**config.mk**
```make
export PLATFORM = sky130hd
export DESIGN_NAME = rpd_dialer
export DESIGN_NICKNAME = d
export VERILOG_FILES = /design/src/rpd_pkg.sv /design/src/rpd_key_if.sv /design/src/rpd_keyscan.sv /design/src/rpd_dialer.sv
export VERILOG_INCLUDE_DIRS = /design/src /design/src/src
export SDC_FILE = /design/constraint.sdc
export NUM_CORES = 1
export LEC_CHECK = 0
export CAP_MARGIN = 20
export CORE_AREA = 2 2 155 157
export DETAILED_ROUTE_END_ITERATION = 12
export DIE_AREA = 0 0 157 159
export DONT_BUFFER_PORTS = 1
export PLACE_DENSITY = 0.64
export REMOVE_ABC_BUFFERS = 1
export SYNTH_ARGS = -nofsm -noshare
export SYNTH_HDL_FRONTEND = slang
export SYNTH_SLANG_ARGS = --single-unit
```
**constraint.sdc**
```tcl
create_clock -name MCLK -period 5.6 [get_ports MCLK]
set_input_delay 0.28 -clock MCLK [delete_from_list [all_inputs] [get_ports MCLK]]
set_output_delay 0.28 -clock MCLK [all_outputs]
set_load 0.005 [all_outputs]
```
**src/rpd_defines.svh**
```systemverilog
`ifndef RPD_DEFINES_SVH
`define RPD_DEFINES_SVH

`define RPD_MCLK_KHZ 50000
`define RPD_TICK_KHZ 4
`define RPD_TICK_DIV (`RPD_MCLK_KHZ / `RPD_TICK_KHZ)
`define RPD_MS2TK(ms) ((ms) * `RPD_TICK_KHZ)
`define RPD_SCAN_TICKS 4
`define RPD_MS2SCAN(ms) ((ms) * `RPD_TICK_KHZ / `RPD_SCAN_TICKS)

`define RPD_PERIOD10_MS 100
`define RPD_PERIOD20_MS 50
`define RPD_BRK60_PCT 60
`define RPD_BRK66_PCT 66
`define RPD_PCT_FULL 100
`define RPD_FAST_DIV 100
`define RPD_FAST_DUTY_DIV 2
`define RPD_PDP10_MS 900
`define RPD_PDP20_MS 450
`define RPD_IDT10_MS 900
`define RPD_IDT20_MS 450
`define RPD_MUTE_TAIL_MS 5
`define RPD_DEB_MS 10
`define RPD_VALID_MS 40
`define RPD_ROLL_MS 5
`define RPD_ONHOOK_MS 300

`define RPD_HZ_PER_KHZ 1000
`define RPD_TONE10_HZ 1000
`define RPD_TONE20_HZ 2000
`define RPD_TONE_EDGES 2

`define RPD_ROWS 4
`define RPD_COLS 3
`define RPD_MEM_DEPTH 17
`define RPD_KEY_STAR 4'h9
`define RPD_KEY_ZERO 4'ha
`define RPD_KEY_HASH 4'hb
`define RPD_ZERO_PULSES 4'ha
`define RPD_TMR_W 12
`define RPD_DIV_W 14

`endif

```
**src/rpd_pkg.sv**
```systemverilog
package rpd_pkg;
	typedef enum logic [2:0] {
		RPD_IDLE,
		RPD_PAUSE,
		RPD_BREAK,
		RPD_MAKE,
		RPD_TAIL
	} rpd_state_t;
	typedef logic [3:0] rpd_digit_t;
	typedef logic [4:0] rpd_count_t;
	typedef logic [11:0] rpd_tmr_t;
endpackage : rpd_pkg

```
**src/rpd_key_if.sv**
```systemverilog
`timescale 1ns/1ns
interface rpd_key_if;
	import rpd_pkg::*;
	logic tick;
	logic on_hook;
	logic sensed;
	logic busy;
	logic held;
	logic accept;
	rpd_digit_t code;
	modport scan (input tick, on_hook,
		output sensed, busy, held, accept, code);
	modport ctrl (output tick, on_hook,
		input sensed, busy, held, accept, code);
endinterface : rpd_key_if

```
**src/rpd_keyscan.sv**
```systemverilog
`timescale 1ns/1ns
`include "rpd_defines.svh"
module rpd_keyscan (
	input wire logic clk,
	input wire logic rst_n,
	input wire logic [3:0] row_i,
	output logic [3:0] row_o,
	output logic [3:0] row_oe,
	input wire logic [2:0] col_i,
	output logic [2:0] col_o,
	output logic [2:0] col_oe,
	rpd_key_if.scan kif
);
	import rpd_pkg::*;
	localparam logic [5:0] DEB_N = 6'(`RPD_MS2SCAN(`RPD_DEB_MS));
	localparam logic [5:0] VALID_N = 6'(`RPD_MS2SCAN(`RPD_VALID_MS));
	localparam logic [5:0] ROLL_N = 6'(`RPD_MS2SCAN(`RPD_ROLL_MS));
	logic [1:0] phase_q;
	logic scan_q;
	logic [3:0] row_snap_q;
	rpd_digit_t cand_q;
	logic [5:0] cnt_q;
	logic done_q;
	logic roll_q;
	logic held_q;
	logic acc_q;
	logic eval, valid, none, sensed;
	logic [1:0] ridx, cidx;
	logic [5:0] cnt_nx, need;
	rpd_digit_t code;

	// Between scans: columns held low, rows watched without any clock
	always_comb begin
		row_o = 4'h0;
		row_oe = 4'h0;
		col_o = 3'h0;
		col_oe = 3'h0;
		if (kif.on_hook) begin
			row_o = 4'hf;
			row_oe = 4'hf;
			col_o = 3'h7;
			col_oe = 3'h7;
		end else if (!scan_q) begin
			col_oe = 3'h7;
		end else begin
			case (phase_q)
				2'h0: begin
					col_o = 3'h7;
					col_oe = 3'h7;
				end
				2'h1: col_oe = 3'h7;
				2'h2: begin
					row_o = 4'hf;
					row_oe = 4'hf;
				end
				default: row_oe = 4'hf;
			endcase
		end
	end

	always_comb begin
		ridx = 2'h0;
		cidx = 2'h0;
		for (int i = 0; i < `RPD_ROWS; i++) begin
			if (!row_snap_q[i]) ridx = 2'(i);
		end
		for (int j = 0; j < `RPD_COLS; j++) begin
			if (!col_i[j]) cidx = 2'(j);
		end
	end

	assign sensed = !kif.on_hook && !scan_q && (row_i != 4'hf);
	assign eval = scan_q && kif.tick && (phase_q == 2'h3);
	assign valid = $onehot(~row_snap_q) && $onehot(~col_i);
	assign none = (&row_snap_q) && (&col_i);
	assign code = rpd_digit_t'({2'h0, ridx} * 4'(`RPD_COLS) + {2'h0, cidx});
	assign need = roll_q ? ROLL_N : VALID_N;
	always_comb begin
		cnt_nx = 6'h1;
		if (code == cand_q && cnt_q != 6'h0) begin
			cnt_nx = (&cnt_q) ? cnt_q : cnt_q + 6'h1;
		end
	end

	always_ff @(posedge clk or negedge rst_n) begin
		if (!rst_n) begin
			scan_q <= 1'b0;
			phase_q <= 2'h0;
			row_snap_q <= 4'hf;
		end else if (kif.on_hook) begin
			scan_q <= 1'b0;
			phase_q <= 2'h0;
			row_snap_q <= 4'hf;
		end else begin
			if (sensed) scan_q <= 1'b1;
			if (eval && none) scan_q <= 1'b0;
			if (scan_q && kif.tick) phase_q <= phase_q + 2'h1;
			if (scan_q && kif.tick && phase_q == 2'h1) row_snap_q <= row_i;
		end
	end

	always_ff @(posedge clk or negedge rst_n) begin
		if (!rst_n) begin
			cand_q <= 4'h0;
			cnt_q <= 6'h0;
			done_q <= 1'b0;
			roll_q <= 1'b0;
			held_q <= 1'b0;
			acc_q <= 1'b0;
		end else if (kif.on_hook) begin
			cnt_q <= 6'h0;
			done_q <= 1'b0;
			roll_q <= 1'b0;
			held_q <= 1'b0;
			acc_q <= 1'b0;
		end else begin
			acc_q <= 1'b0;
			if (eval) begin
				if (none) begin
					cnt_q <= 6'h0;
					done_q <= 1'b0;
					roll_q <= 1'b0;
					held_q <= 1'b0;
				end else if (!valid) begin
					cnt_q <= 6'h0;
					held_q <= 1'b0;
				end else begin
					cand_q <= code;
					cnt_q <= cnt_nx;
					held_q <= cnt_nx >= DEB_N;
					if (code != cand_q) done_q <= 1'b0;
					if ((!done_q || code != cand_q) && cnt_nx >= need) begin
						acc_q <= 1'b1;
						done_q <= 1'b1;
						roll_q <= 1'b1;
					end
				end
			end
		end
	end

	assign kif.sensed = sensed;
	assign kif.busy = scan_q;
	assign kif.held = held_q;
	assign kif.accept = acc_q;
	assign kif.code = cand_q;
endmodule : rpd_keyscan

```
**src/rpd_dialer.sv**
```systemverilog
`timescale 1ns/1ns
`include "rpd_defines.svh"
module rpd_dialer #(
	parameter int unsigned TICK_DIV = `RPD_TICK_DIV
) (
	input wire logic MCLK,
	input wire logic RST_N,
	input wire logic HOOK_TEST_SELECT,
	input wire logic DIAL_RATE_SELECT,
	input wire logic BREAK_RATIO_SELECT,
	input wire logic [3:0] ROW_I,
	output logic [3:0] ROW_O,
	output logic [3:0] ROW_OE,
	input wire logic [2:0] COL_I,
	output logic [2:0] COL_O,
	output logic [2:0] COL_OE,
	output logic PULSE_OUT_N_O,
	output logic PULSE_OUT_N_OE,
	output logic MUTE_OUT_N_O,
	output logic MUTE_OUT_N_OE,
	output logic TONE_FEEDBACK_OUT,
	output logic CLOCK_RUN,
	output rpd_pkg::rpd_count_t STORED_DIGITS
);
	import rpd_pkg::*;

	// Tick counts at the nominal 4 kHz rate
	localparam rpd_tmr_t PER10_TK = 12'(`RPD_MS2TK(`RPD_PERIOD10_MS));
	localparam rpd_tmr_t PER20_TK = 12'(`RPD_MS2TK(`RPD_PERIOD20_MS));
	localparam rpd_tmr_t B10_60_TK = 12'(`RPD_MS2TK(`RPD_PERIOD10_MS)
		* `RPD_BRK60_PCT / `RPD_PCT_FULL);
	localparam rpd_tmr_t B10_66_TK = 12'(`RPD_MS2TK(`RPD_PERIOD10_MS)
		* `RPD_BRK66_PCT / `RPD_PCT_FULL);
	localparam rpd_tmr_t B20_60_TK = 12'(`RPD_MS2TK(`RPD_PERIOD20_MS)
		* `RPD_BRK60_PCT / `RPD_PCT_FULL);
	localparam rpd_tmr_t B20_66_TK = 12'(`RPD_MS2TK(`RPD_PERIOD20_MS)
		* `RPD_BRK66_PCT / `RPD_PCT_FULL);
	localparam rpd_tmr_t F10_TK = 12'(`RPD_MS2TK(`RPD_PERIOD10_MS)
		/ `RPD_FAST_DIV);
	localparam rpd_tmr_t F20_TK = 12'(`RPD_MS2TK(`RPD_PERIOD20_MS)
		/ `RPD_FAST_DIV);
	localparam rpd_tmr_t PDP10_TK = 12'(`RPD_MS2TK(`RPD_PDP10_MS));
	localparam rpd_tmr_t PDP20_TK = 12'(`RPD_MS2TK(`RPD_PDP20_MS));
	localparam rpd_tmr_t IDT10_TK = 12'(`RPD_MS2TK(`RPD_IDT10_MS));
	localparam rpd_tmr_t IDT20_TK = 12'(`RPD_MS2TK(`RPD_IDT20_MS));
	localparam rpd_tmr_t TAIL_TK = 12'(`RPD_MS2TK(`RPD_MUTE_TAIL_MS));
	localparam rpd_tmr_t HOOK_TK = 12'(`RPD_MS2TK(`RPD_ONHOOK_MS));
	localparam logic [1:0] TONE10_HALF = 2'(`RPD_TICK_KHZ
		* `RPD_HZ_PER_KHZ / (`RPD_TONE_EDGES * `RPD_TONE10_HZ));
	localparam logic [1:0] TONE20_HALF = 2'(`RPD_TICK_KHZ
		* `RPD_HZ_PER_KHZ / (`RPD_TONE_EDGES * `RPD_TONE20_HZ));
	localparam logic [13:0] DIV_LAST = 14'(TICK_DIV - 1);
	localparam rpd_count_t DEPTH = 5'(`RPD_MEM_DEPTH);

	logic rst_meta_q;
	logic rst_n;
	logic hook_q;
	logic off_edge;
	logic on_hook;
	logic run;
	logic run_q;
	logic [13:0] div_q;
	logic tick;
	rpd_tmr_t hook_tmr_q;
	logic hook_long_q;
	logic first_q;
	logic tone_q;
	logic [1:0] tone_cnt_q;
	rpd_digit_t mem_q [`RPD_MEM_DEPTH];
	rpd_count_t len_q;
	rpd_count_t rd_q;
	rpd_state_t state_q;
	rpd_tmr_t tmr_q;
	rpd_digit_t pcnt_q;
	logic pulse_oe_q;
	logic mute_oe_q;
	logic is_fn;
	logic replay_go;
	logic store_go;
	rpd_digit_t pulses;
	logic pending;
	logic tmr_end;
	rpd_tmr_t brk_tk, make_tk, pdp_tk, idt_tk, per_tk;
	rpd_key_if kif ();

	// Reset release through two stages, assertion stays asynchronous
	always_ff @(posedge MCLK or negedge RST_N) begin
		if (!RST_N) begin
			rst_meta_q <= 1'b0;
			rst_n <= 1'b0;
		end else begin
			rst_meta_q <= 1'b1;
			rst_n <= rst_meta_q;
		end
	end

	// A floating hook pin reads high outside, so it lands on-hook
	assign on_hook = HOOK_TEST_SELECT;
	assign off_edge = hook_q && !on_hook;

	always_ff @(posedge MCLK or negedge rst_n) begin
		if (!rst_n) begin
			hook_q <= 1'b1;
		end else begin
			hook_q <= on_hook;
		end
	end

	// Gated oscillator: only runs while something needs time
	assign run = kif.sensed || kif.busy || (state_q != RPD_IDLE)
		|| (on_hook && !hook_long_q);
	assign tick = run_q && (div_q == DIV_LAST);

	always_ff @(posedge MCLK or negedge rst_n) begin
		if (!rst_n) begin
			run_q <= 1'b0;
			div_q <= 14'h0;
		end else begin
			run_q <= run;
			if (!run_q || tick) begin
				div_q <= 14'h0;
			end else begin
				div_q <= div_q + 14'h1;
			end
		end
	end

	assign kif.tick = tick;
	assign kif.on_hook = on_hook;

	rpd_keyscan u_keyscan (
		.clk(MCLK),
		.rst_n(rst_n),
		.row_i(ROW_I),
		.row_o(ROW_O),
		.row_oe(ROW_OE),
		.col_i(COL_I),
		.col_o(COL_O),
		.col_oe(COL_OE),
		.kif(kif.scan)
	);

	// Time spent on-hook decides whether the next call may redial
	always_ff @(posedge MCLK or negedge rst_n) begin
		if (!rst_n) begin
			hook_tmr_q <= 12'h0;
			hook_long_q <= 1'b0;
		end else if (!on_hook) begin
			hook_tmr_q <= 12'h0;
			hook_long_q <= 1'b0;
		end else if (tick && !hook_long_q) begin
			hook_tmr_q <= hook_tmr_q + 12'h1;
			if (hook_tmr_q + 12'h1 >= HOOK_TK) hook_long_q <= 1'b1;
		end
	end

	assign is_fn = (kif.code == `RPD_KEY_STAR)
		|| (kif.code == `RPD_KEY_HASH);
	assign pulses = (kif.code == `RPD_KEY_ZERO) ? `RPD_ZERO_PULSES
		: kif.code + 4'h1;
	assign replay_go = kif.accept && !on_hook && first_q && is_fn
		&& (len_q != 5'h0);
	assign store_go = kif.accept && !on_hook && !is_fn
		&& (first_q || len_q < DEPTH);

	// First key after a long on-hook either redials or starts afresh
	always_ff @(posedge MCLK or negedge rst_n) begin
		if (!rst_n) begin
			first_q <= 1'b1;
		end else if (off_edge) begin
			first_q <= hook_long_q;
		end else if (replay_go || store_go) begin
			first_q <= 1'b0;
		end
	end

	always_ff @(posedge MCLK or negedge rst_n) begin
		if (!rst_n) begin
			len_q <= 5'h0;
		end else if (store_go) begin
			len_q <= first_q ? 5'h1 : len_q + 5'h1;
		end
	end

	// No reset on the digit store: contents only matter below len_q
	always_ff @(posedge MCLK) begin
		if (store_go) begin
			mem_q[first_q ? 5'h0 : len_q] <= pulses;
		end
	end

	// On-hook while dialing squeezes the rest out at a hundredfold rate
	always_comb begin
		per_tk = DIAL_RATE_SELECT ? PER20_TK : PER10_TK;
		pdp_tk = DIAL_RATE_SELECT ? PDP20_TK : PDP10_TK;
		idt_tk = DIAL_RATE_SELECT ? IDT20_TK : IDT10_TK;
		if (DIAL_RATE_SELECT) begin
			brk_tk = BREAK_RATIO_SELECT ? B20_66_TK : B20_60_TK;
		end else begin
			brk_tk = BREAK_RATIO_SELECT ? B10_66_TK : B10_60_TK;
		end
		if (on_hook) begin
			per_tk = DIAL_RATE_SELECT ? F20_TK : F10_TK;
			brk_tk = per_tk / 12'(`RPD_FAST_DUTY_DIV);
			pdp_tk = pdp_tk / 12'(`RPD_FAST_DIV);
			idt_tk = idt_tk / 12'(`RPD_FAST_DIV);
		end
		make_tk = per_tk - brk_tk;
	end

	assign pending = (rd_q != len_q);
	assign tmr_end = tick && (tmr_q <= 12'h1);

	// Outpulsing sequencer; each state but RPD_IDLE lasts tmr_q ticks, except that RPD_TAIL ends at once when a digit is pending
	always_ff @(posedge MCLK or negedge rst_n) begin
		if (!rst_n) begin
			state_q <= RPD_IDLE;
			tmr_q <= 12'h0;
			pcnt_q <= 4'h0;
			rd_q <= 5'h0;
		end else if (off_edge) begin
			state_q <= RPD_IDLE;
			tmr_q <= 12'h0;
			pcnt_q <= 4'h0;
			rd_q <= len_q;
		end else if (replay_go || (store_go && first_q)) begin
			state_q <= RPD_PAUSE;
			tmr_q <= pdp_tk;
			rd_q <= 5'h0;
		end else begin
			if (tick && tmr_q > 12'h1) tmr_q <= tmr_q - 12'h1;
			case (state_q)
				RPD_IDLE: begin
					if (pending && !on_hook) begin
						state_q <= RPD_PAUSE;
						tmr_q <= pdp_tk;
					end
				end
				RPD_PAUSE: begin
					if (tmr_end) begin
						state_q <= RPD_BREAK;
						tmr_q <= brk_tk;
						pcnt_q <= mem_q[rd_q];
					end
				end
				RPD_BREAK: begin
					if (tmr_end) begin
						state_q <= RPD_MAKE;
						tmr_q <= make_tk;
					end
				end
				RPD_MAKE: begin
					if (tmr_end) begin
						if (pcnt_q > 4'h1) begin
							pcnt_q <= pcnt_q - 4'h1;
							state_q <= RPD_BREAK;
							tmr_q <= brk_tk;
						end else begin
							rd_q <= rd_q + 5'h1;
							if (rd_q + 5'h1 != len_q) begin
								state_q <= RPD_PAUSE;
								tmr_q <= idt_tk;
							end else begin
								state_q <= RPD_TAIL;
								tmr_q <= TAIL_TK;
							end
						end
					end
				end
				RPD_TAIL: begin
					if (pending) begin
						state_q <= RPD_PAUSE;
						tmr_q <= idt_tk;
					end else if (tmr_end) begin
						state_q <= RPD_IDLE;
					end
				end
				default: begin
					state_q <= RPD_IDLE;
				end
			endcase
		end
	end

	// Mute also held across on-hook so going off-hook releases it
	always_ff @(posedge MCLK or negedge rst_n) begin
		if (!rst_n) begin
			pulse_oe_q <= 1'b0;
			mute_oe_q <= 1'b0;
		end else begin
			pulse_oe_q <= (state_q == RPD_BREAK);
			mute_oe_q <= (state_q != RPD_IDLE) || on_hook;
		end
	end

	// Tone follows the debounced key, toggled from the tick
	always_ff @(posedge MCLK or negedge rst_n) begin
		if (!rst_n) begin
			tone_q <= 1'b0;
			tone_cnt_q <= 2'h0;
		end else if (!kif.held || on_hook) begin
			tone_q <= 1'b0;
			tone_cnt_q <= 2'h0;
		end else if (tick) begin
			if (tone_cnt_q + 2'h1 >= (DIAL_RATE_SELECT ? TONE20_HALF
				: TONE10_HALF)) begin
				tone_q <= !tone_q;
				tone_cnt_q <= 2'h0;
			end else begin
				tone_cnt_q <= tone_cnt_q + 2'h1;
			end
		end
	end

	assign PULSE_OUT_N_O = 1'b0;
	assign PULSE_OUT_N_OE = pulse_oe_q;
	assign MUTE_OUT_N_O = 1'b0;
	assign MUTE_OUT_N_OE = mute_oe_q;
	assign TONE_FEEDBACK_OUT = tone_q;
	assign CLOCK_RUN = run_q;
	assign STORED_DIGITS = len_q;
endmodule : rpd_dialer

```
# After elaboration in Yosys (flattened, before gate mapping)
# Memories as Yosys holds them, arrays and structs flattened.
# Cells that the tools add are included.
[totals]
latchBits = 0
mem_bits_rw = 68
reg_bits = 87
output_inout_bits = 25
rom_bits = 0
elab_cells = 274
in_bits = 12
memories = 1
[classes]
n_lt_le_gt_ge = 8
n_eq_ne = 30
shifts = 0
addsub = 17
n_div = 1
n_mux = 113
reduce_logical = 73
bitwise_logic = 4
multipliers = 1
[mem_list]
columns = ["name", "words", "word_bits", "rd", "rd_clocked_by_memory_dff", "wr", "line_no", "source"]
rows = [
  ["mem_q", 17, 4, 1, 0, 1, "rpd_dialer.sv:69", "rpd_digit_t mem_q [`RPD_MEM_DEPTH];"],
]
[ops]
columns = ["operator", "count"]
rows = [
  ["$mux W12", 15],
  ["$pmux W12 S5", 1],
  ["$mux W4", 14],
  ["$mux W3", 17],
  ["$mux W6", 7],
  ["$mux W9", 4],
  ["$mux W1", 35],
  ["$mux W5", 7],
  ["$logic_and A1 B1 Y1", 24],
  ["$reduce_bool A3 Y1", 7],
  ["$ne A4 B4 Y1 const B", 5],
  ["$mux W2", 9],
  ["$pmux W3 S5", 1],
  ["$add A14 B1 Y14 const B", 1],
  ["$eq A14 B14 Y1 const B", 1],
  ["$mux W14", 1],
  ["$add A12 B1 Y12 const B", 1],
  ["$div A12 B7 Y12 const B", 1],
  ["$eq A4 B4 Y1 const B", 3],
  ["$ge A12 B11 Y1 const B", 1],
  ["$gt A12 B1 Y1 const B", 1],
  ["$le A12 B1 Y1 const B", 1],
  ["$ne A3 B3 Y1 const B", 4],
  ["$reduce_and A3 Y1", 4],
  ["other kinds (46)", 82],
]

# Logic depth before layout (Yosys ltp)
# Gate-level depths: netlist of the first run.
[logic_depth]
depth_word = 15
ltp_mapped = 18
ltp_nobuf = 18

# Hierarchy
# From an unflattened synthesis of the first run, not the netlist that was laid out.
[hier_totals]
hier_cells = 897
hier_area_um2 = 9267.6
[modules_own_cells]
columns = ["module", "n_inst", "cells_per_inst", "area_per_inst_um2", "seq_area_each_um2"]
rows = [
  ["rpd_dialer", 1, 720, 7661.1, 3696.0],
  ["rpd_keyscan", 1, 177, 1606.5, 530.5],
]

# Worst setup path before layout of the first run
# No wires, ideal clock.
[synth_path]
path_type = "reg-to-reg"
startpoint = "reg u_keyscan.row_snap_q[2]"
endpoint = "reg u_keyscan.roll_q"
arrival_time_ns = 4.042
setup_slack_ns = 1.481
synth_period_minus_slack_ns = 4.119
setup_ns = 0.078
required_ns = 5.522
n_path_buf = 0
path_stages_with_launch = 19
path_cell_list = "dfstp_2 inv_1 o21ai_0 inv_1 fa_1 inv_1 ha_1 inv_1 fa_1 xnor2_1 nor4_1 nand2_1 a311oi_1 ha_1 inv_1 o31ai_1 a41oi_1 or3_1 a21oi_1"
[synth_between]
elab_chain_cells = 11
word_cells_on_any_way = 24
classes_between = "3 x add/sub; 1 x mul; 1 x order compare; 3 x eq/ne; 6 x mux; 1 x bitwise; 9 x reduce/logical"
[synth_rtl]
columns = ["item", "line_no", "source"]
rows = [
  ["start: declaration", "rpd_keyscan.sv:20", "logic [3:0] row_snap_q;"],
  ["start signal: assignment", "rpd_keyscan.sv:98", "if (scan_q && kif.tick && phase_q == 2'h1) row_snap_q <= row_i;"],
  ["$mux W2 (2 in a row)", "rpd_keyscan.sv:65", "if (!row_snap_q[i]) ridx = 2'(i);"],
  ["$mul A2 B2 Y4", "rpd_keyscan.sv:76", "assign code = rpd_digit_t'({2'h0, ridx} * 4'(`RPD_COLS) + {2'h0, cidx});"],
  ["$add A4 B2 Y4", "rpd_keyscan.sv:76", ""],
  ["$eq A4 B4 Y1", "rpd_keyscan.sv:80", "if (code == cand_q && cnt_q != 6'h0) begin"],
  ["$logic_and A1 B1 Y1", "rpd_keyscan.sv:80", ""],
  ["$mux W6", "rpd_keyscan.sv:80", ""],
  ["$ge A6 B6 Y1", "rpd_keyscan.sv:132", "if ((!done_q || code != cand_q) && cnt_nx >= need) begin"],
  ["$logic_and A1 B1 Y1", "rpd_keyscan.sv:132", ""],
  ["$reduce_bool A3 Y1 (no source line)", "n/a", ""],
  ["$reduce_and A3 Y1 (no source line)", "n/a", ""],
  ["end signal: assignment", "rpd_keyscan.sv:113", "roll_q <= 1'b0;"],
  ["end signal: assignment", "rpd_keyscan.sv:122", "roll_q <= 1'b0;"],
  ["end signal: assignment", "rpd_keyscan.sv:135", "roll_q <= 1'b1;"],
  ["end: declaration", "rpd_keyscan.sv:24", "logic roll_q;"],
]
# Several ways; a longest one is shown, not always the timed one. The select of a mux whose other input is x is not followed.
# A chain may end at the register's enable or synchronous reset.

# Worst setup path after layout of the first run
# Same ends and word-level chain as after synthesis.

==> results of run 1 <==
## stage by stage
step	total power, W	utilization, %	hold slack, ps	cells	cell area, sq um
after floorplan	0.00152	-	-15.6	850	8910
after global placement	0.00161	40.4	-15.5	1177	9370
after detailed placement	0.00161	40.4	-15.5	1178	9380
after CTS	0.00278	43.3	14.5	1216	10000
after global routing	0.00287	43.3	62.1	1216	10000
final	0.00277	43.3	25.4	1216	10000
## cell usage after synthesis, types with 5 or more instances
cell and count:
nor2_1 100, nand2_1 99, dfrtp_1 81, edfxtp_1 68
ha_1 48, o21ai_0 42, inv_1 36, a21oi_1 33
nand3_1 32, xor2_1 28, clkbuf_1 25, xnor2_1 24
mux4_2 20, nand4_1 19, a31oi_1 17, buf_4 12
a211oi_1 11, and3_1 11, mux2i_1 11, nor3_1 11
nand2b_1 10, buf_2 9, and2_1 8, nor2b_1 8
or2_2 8, or3_1 8, nor4_1 7, dfstp_2 6
nand3b_1 6, o22ai_1 6, or4_1 6, nor3b_1 5
o211ai_1 5
## per-layer routing
metal / vias to the layer above / wire length [um]
met1: 3368 / 9780
met4: 0 / 323
li1: 3218 / -
met2: 236 / 10000
met3: 25 / 1190
met5: - / 0
## path summary, 6_finish.rpt
check	start	to	slack, ps	cells after the start
max	u_keyscan.row_snap_q[2]	u_keyscan.roll_q	910	18
min	HOOK_TEST_SELECT	first_q	30	2
max reg2reg	u_keyscan.row_snap_q[2]	u_keyscan.roll_q	910	18
min reg2reg	rst_n	u_keyscan.kif.code[1]	230	0
max in group asynchronous	rst_n	tmr_q[4]	4230	1
min in group asynchronous	RST_N	rst_n	70	1
## layout make-up
class                   instances  area, sq um
clock buffers                  17          425
fillers                      2171        13200
inverters                      37          139
well taps                     319          399
clock inverters                15          169
flip-flops and latches        155         4230
multi-input cells             658         4540
repair buffers                 15          128
## critical path, cell delays in order, from the launching register on
cell	delay, ps
dfstp_2	540
inv_1	50
o21ai_0	230
inv_1	90
fa_1	480
inv_1	40
ha_1	180
inv_1	70
fa_1	440
xnor2_1	150
nor4_1	410
nand2_1	330
a311oi_1	460
ha_1	240
inv_1	50
o31ai_1	230
a41oi_1	80
or3_1	410
a21oi_1	150
## report_power, final
part           switching (W)  internal [W]
clock network       0.000529      0.000638
logic               0.000192      0.000134
registers          0.0000581       0.00122
total               0.000779       0.00199
## flip-flops by register name, indices dropped and copies added, names as in the netlist, 2 cells and up
| signal | flops |
|---|---|
| u_keyscan.kif.code | 4 |
| pcnt_q | 4 |
| mem_q | 68 |
| div_q | 14 |
| tone_cnt_q | 2 |
| state_q | 3 |
| STORED_DIGITS | 5 |
| u_keyscan.row_snap_q | 4 |
| rd_q | 5 |
| u_keyscan.phase_q | 2 |
| u_keyscan.cnt_q | 6 |
| tmr_q | 12 |
| hook_tmr_q | 12 |
## what timing repair did
action / 4_1_cts / 5_1_grt
hold buffers: 6 / 0
endpoints found under the hold margin: 9 / 0
buffers inserted: 0 / 0
## cell families after synthesis
group	count (synthesis)	share of synthesized area (%)
AND/OR/NAND/NOR	355	19.3
flip-flops	155	46.3
multiplexers	32	6.26
other	2	0.0822
buffers and inverters	83	4.03
XOR/XNOR	52	4.99
adder cells (fa/ha/maj)	52	7.45
AO/OA/AOI/OAI	164	11.7
==> run metrics, run 1 <==
die area=roughly 0.025 sq mm; leakage power=4.03 nW; GR peak layer=met2; Row Count=56; most common cell after layout, fill and taps aside=nor2_1; Peak VDD IR=0.207 mV; drt pass-1 iters=7; layout cells sized above 1=between 10% and 20%; met2 Resource Use GR=roughly 28%; via count=6847; Top Ports=37; RSZ-0062 raised after global routing=no; worst clock skew=approximately 7.5 ps; Post-synth EDFFs=between 60 and 70; Routed Wire Length=21300 um; WL per Instance=17.5 um; Post-Syn Instances=895; Area Overhead vs Synth=9.85%; Hold Violations, Final=0; layout net count=948; synthesized cell area=~0.0091 sq mm; cell type with the largest total area after synthesis=edfxtp_1; Main synth FF type=dfrtp_1; Core Region=roughly 0.023 sq mm; Netlist cell types=74; first-pass GRT wire length=around 35000 um; Final min period=~4700 ps; 1st-iter DRT viols=slightly below 800; Starting Density=39.4%; H-tree Lvls=4; fmax=between 200 and 250 MHz; HPWL Detailed=~15000 um; arrival time worst endpoint=just over 5000 ps; largest net degree at the start of global routing=65; clk_lat worst skew=roughly 430 ps; Synth area leaders=edfxtp_1 (22%), dfrtp_1 (22%), ha_1 (6.6%); CTS Buf Count=17; Clock Tree Buf Depth=2; setup TNS=0 ps; ant diodes=0; GR Util met1=between 20% and 30%; Max Transition Viols Final=0; DR vias/cell=about 5.6; initial antenna violation count=0; actual slew at the worst max-slew pin=between 1000 and 1500 ps; Yosys top cell area share=between 20 and 25%; final worst setup slack=around 900 ps; vias in the first global route=approximately 6600; PwrDens=around 280 mW/mm^2; clk sinks=between 150 and 200; die span in x=around 160 um; Critical Path RT=slightly below 6000 ps; max_cap viols=0; Placer Congestion=around 0.91; die height=~160 um; register area share after synthesis=between 40% and 50%; CTS tree=done; Tot GR Track Use=~18%; clock root buffer=clkbuf_16; commonest non-fill, non-tap cells in the layout=nor2_1 (100), nand2_1 (99), dfrtp_1 (80), edfxtp_1 (68), ha_1 (48); Detail Route Antenna Nets=0; Setup crit start kind=flop; synthesis warning total=0; number of buffers added on ports=0; post-CTS resize count=0; syn_area_per_cell=10.2 sq um; relative slew slack=20.6%; Crit. End Element=flop; clk slew on worst S/H paths=about 70 ps; Hold Crit Class=in2reg; status=finished, final reports clean; Setup-failing EPs final=0; gr ovfl total=0; Final Cycle Share=83.8%; DP Worst Slack=roughly 920 ps; WS Path Type=reg2reg; # DRC=0; Post-synth ARST share=a little under three fifths; Max FO, Critical Path=9; grt met3 use=between 2 and 3%; Synth Register Bits=155
No activity file was read; power rests on OpenSTA's default activity.
==> run 2: changes to the inputs <==
--- a/config.mk
+++ b/config.mk
@@ -6,12 +6,13 @@
 export SDC_FILE = /design/constraint.sdc
 export NUM_CORES = 1
 export LEC_CHECK = 0
+export ABC_AREA = 1
 export CAP_MARGIN = 20
-export CORE_AREA = 2 2 155 157
+export CORE_AREA = 2 2 158 160
 export DETAILED_ROUTE_END_ITERATION = 12
-export DIE_AREA = 0 0 157 159
+export DIE_AREA = 0 0 160 162
 export DONT_BUFFER_PORTS = 1
-export PLACE_DENSITY = 0.64
+export PLACE_DENSITY = 0.66
 export REMOVE_ABC_BUFFERS = 1
 export SYNTH_ARGS = -nofsm -noshare
 export SYNTH_HDL_FRONTEND = slang
==> constraint.sdc (replaced) <==
create_clock -name MCLK -period 4 [get_ports MCLK]
set_input_delay 0.2 -clock MCLK [delete_from_list [all_inputs] [get_ports MCLK]]
set_output_delay 0.2 -clock MCLK [all_outputs]
set_load 0.005 [all_outputs]
==> run 2 against run 1 <==
Net effect:
- wire length up 11%
- clock power rose by 47%
- sequential power is 50% higher
- highest routed layer unchanged
- sequential share of layout area is 2.2 points lower
- hold slack improved by 6.2 ps
- cell count increased by 26%
- via count up 16%
- combinational power rose to 4.3 times the previous value
==> run metrics, run 2 <==
actual slew at the worst max-slew pin=818 ps (-366 ps); HPWL Detailed=17000 um (+14%); max incr delay on CP=580 ps (+40 ps); WS Path Type=reg2reg; Tot GR Track Use=18.8% (+1.2 points); fin util=43.9% (+0.65 points); Row Count=57 (+1.8%); reg2reg start=u_keyscan.row_snap_q[2]; die span in x=160 um (+1.9%); clk slew on worst S/H paths=70 ps (about the same); Netlist cell types=52 (-30%); max_cap viols=0 (unchanged); Final Cycle Share=92.3% (+8.5 points); H-tree Lvls=4 (unchanged); synthesis warning total=0 (unchanged); vias in the first global route=7781 (+19%); Max FO, Critical Path=4 (-5); die height=162 um (+1.9%); Core Region=0.0241 sq mm (+3.9%); 1st-iter DRT viols=626 (-20%); Hold Crit Class=in2reg; setup TNS=0 ps (unchanged); via count=7921 (+16%); Post-Syn Instances=1198 (+34%); overall power=0.00505 W (+82%); worst clock skew=8.96 ps (+1.46 ps); most common cell after layout, fill and taps aside=nand2_1; clock root buffer=clkbuf_16; Final min period=3690 ps (-1000 ps); # DRC=0 (unchanged); Main synth FF type=dfrtp_1; arrival time worst endpoint=4020 ps (-1030 ps); Register Area=0.00423 sq mm (unchanged); PwrDens=477 mW/mm^2 (+73%); fillers=2423 (+12%); CTS Buf Count=17 (unchanged); first-pass GRT wire length=39300 um (+13%); Largest Register=mem_q; die area=0.0259 sq mm (+3.8%); synthesized cell area=0.00955 sq mm (+4.5%); Commonest cells post-synth=nand2_1 (275), nor2_1 (157), inv_1 (129); largest net degree at the start of global routing=55 (-15%); Yosys top cell area share=21.4% (-0.97 points); drt pass-1 iters=9 (+2); CTS tree=done; Peak VDD IR=0.300 mV (+45%); Starting Density=39.6% (+0.23 points); hold path startpoint=HOOK_TEST_SELECT; max reg flops=68 (unchanged); number of buffers added on ports=0 (unchanged); WL per Instance=15.4 um (-12%); clk_lat worst skew=430 ps (about the same); initial antenna violation count=0 (unchanged); Placer Congestion=0.962 (+6.2%); layout cells sized above 1=9.00% (-1.0 points); register area share after synthesis=44.3% (-2.0 points); Post-synth EDFFs=68 (unchanged); CP max stage cell=dfstp_2; crit path from=u_keyscan.row_snap_q[2]; Synth Register Bits=155 (unchanged); Post-synth ARST share=56.1% (unchanged); Area Overhead vs Synth=10.9%; Largest regs=mem_q (68), div_q (14); gr ovfl total=0 (unchanged); syn_area_per_cell=7.97 sq um (-22%); leakage power=4.74 nW (+17%); Clock Tree Buf Depth=2 (unchanged); Setup crit start kind=flop; clk sinks=155 (unchanged); Hold Violations, Final=0 (unchanged); Top Ports=37 (unchanged); Max Transition Viols Final=0 (unchanged); relative slew slack=45.1% (+25 points); DR vias/cell=5.16 (-8.4%); fmax=271 MHz (+27%); Detail Route Antenna Nets=0 (unchanged); CP Cell Sequence=a21oi_2 > fa_1 > inv_1 > ha_1 > inv_1 > fa_1 > nand2_1 > inv_1 > nor2_1 > nand2_1 > nor2_2 > nand2_2 > a211oi_4 > ha_1 > nand2_2 > nor2_1 > nor2_2 > nand3_2 > nand3_2 > nand2_1 > nand2_1 > inv_1; area occupied by multi-input gates=0.00463 sq mm (+1.9%); Routed Wire Length=23600 um (+11%); Setup-failing EPs final=0 (unchanged); ant diodes=0 (unchanged); cell with the most instances after synthesis=nand2_1; commonest non-fill, non-tap cells in the layout=nand2_1 (273), nor2_1 (156), inv_1 (127), o21ai_0 (100), dfrtp_1 (80); status=finished, final reports clean; cell type with the largest total area after synthesis=edfxtp_1; layout net count=1262 (+33%); Synth area leaders=edfxtp_1 (21%), dfrtp_1 (21%), nand2_1 (11%); Critical Path RT=4330 ps (-1630 ps); Crit. End Element=flop
-- run 2: changes by cell type after synthesis, moves of 11 or more --
| cell | change |
|---|---|
| xnor2_1 | -14 |
| inv_1 | +93 |
| a31oi_1 | -11 |
| mux4_2 | -20 |
| o21ai_0 | +58 |
| o22ai_1 | +11 |
| nand3_1 | +33 |
| nand2_1 | +176 |
| o21ai_1 | +20 |
| nor2_1 | +57 |
| clkbuf_1 | -13 |
| inv_2 | +17 |
-- run 2: path summary, 6_finish.rpt --
kind | endpoint | slack, ps | cells after the start
max reg2reg | u_keyscan.done_q | 310 | 22
min | tone_cnt_q[0] | 30 | 3
min in group asynchronous | u_keyscan.done_q | 390 | 0
max in group asynchronous | u_keyscan.row_snap_q[2] | 2670 | 1
max | u_keyscan.done_q | 310 | 22
min reg2reg | rst_n | 360 | 0
-- run 2: layout make-up --
cell class	count	share of cell area, %
clock inverters	15	1.95
flip-flops and latches	155	40.0
inverters	151	5.37
clock buffers	17	4.02
well taps	324	3.83
repair buffers	14	1.16
multi-input cells	859	43.7
-- run 2: report_power, final --
group	total [W]	switching, W	internal, W
Sequential	0.00192	0.000151	0.00177
Combinational	0.00141	0.000934	0.000476
Clock	0.00172	0.000714	0.00101
-- run 2: cell families (layout without fill, tap and decap cells) --
group                    after synthesis  after routing  share of synthesized area (%)
AO/OA/AOI/OAI                        218            218                           13.0
XOR/XNOR                              30             30                           2.75
adder cells (fa/ha/maj)               52             52                           7.13
buffers and inverters                185            197                           7.94
flip-flops                           155            155                           44.3
multiplexers                           2              2                          0.223
other                                  2              3                         0.0786
AND/OR/NAND/NOR                      554            554                           24.6
-- run 2: worst max-delay path: cells and delay by family, from the launching register on --
kind	cells	cell delay, ps
flops	1	580
simple gates	12	1040
buf+inv	4	190
fa+ha+maj	4	1450
compound gates	2	360
-- run 2: per-layer routing --
layer / GRT usage, % / up-vias / routed length, um
li1: - / 3944 / -
met1: 25.1 / 3681 / 11000
met2: 30.6 / 243 / 10700
met3: 3.04 / 53 / 1200
met4: 7.82 / 0 / 675
met5: 0 / - / 0
-- run 2: timing repair --
item | 4_1_cts | 5_1_grt
setup buffers | 0 | 1
endpoints found under the setup margin | 0 | 3
endpoints found under the hold margin | 11 | 0
hold buffers | 7 | 0
resized for setup | 0 | 14
-- run 2: metrics by stage --
stage	hold WS (ps)	worst slack, ps	instance area (sq um)	std cells
floorplan	-95.6	380	9360	1165
global placement	-95.5	225	9820	1495
detailed placement	-95.5	123	9820	1495
CTS	12.5	108	10500	1534
global route	52.5	-6.55	10600	1535
finish	31.7	309	10600	1535
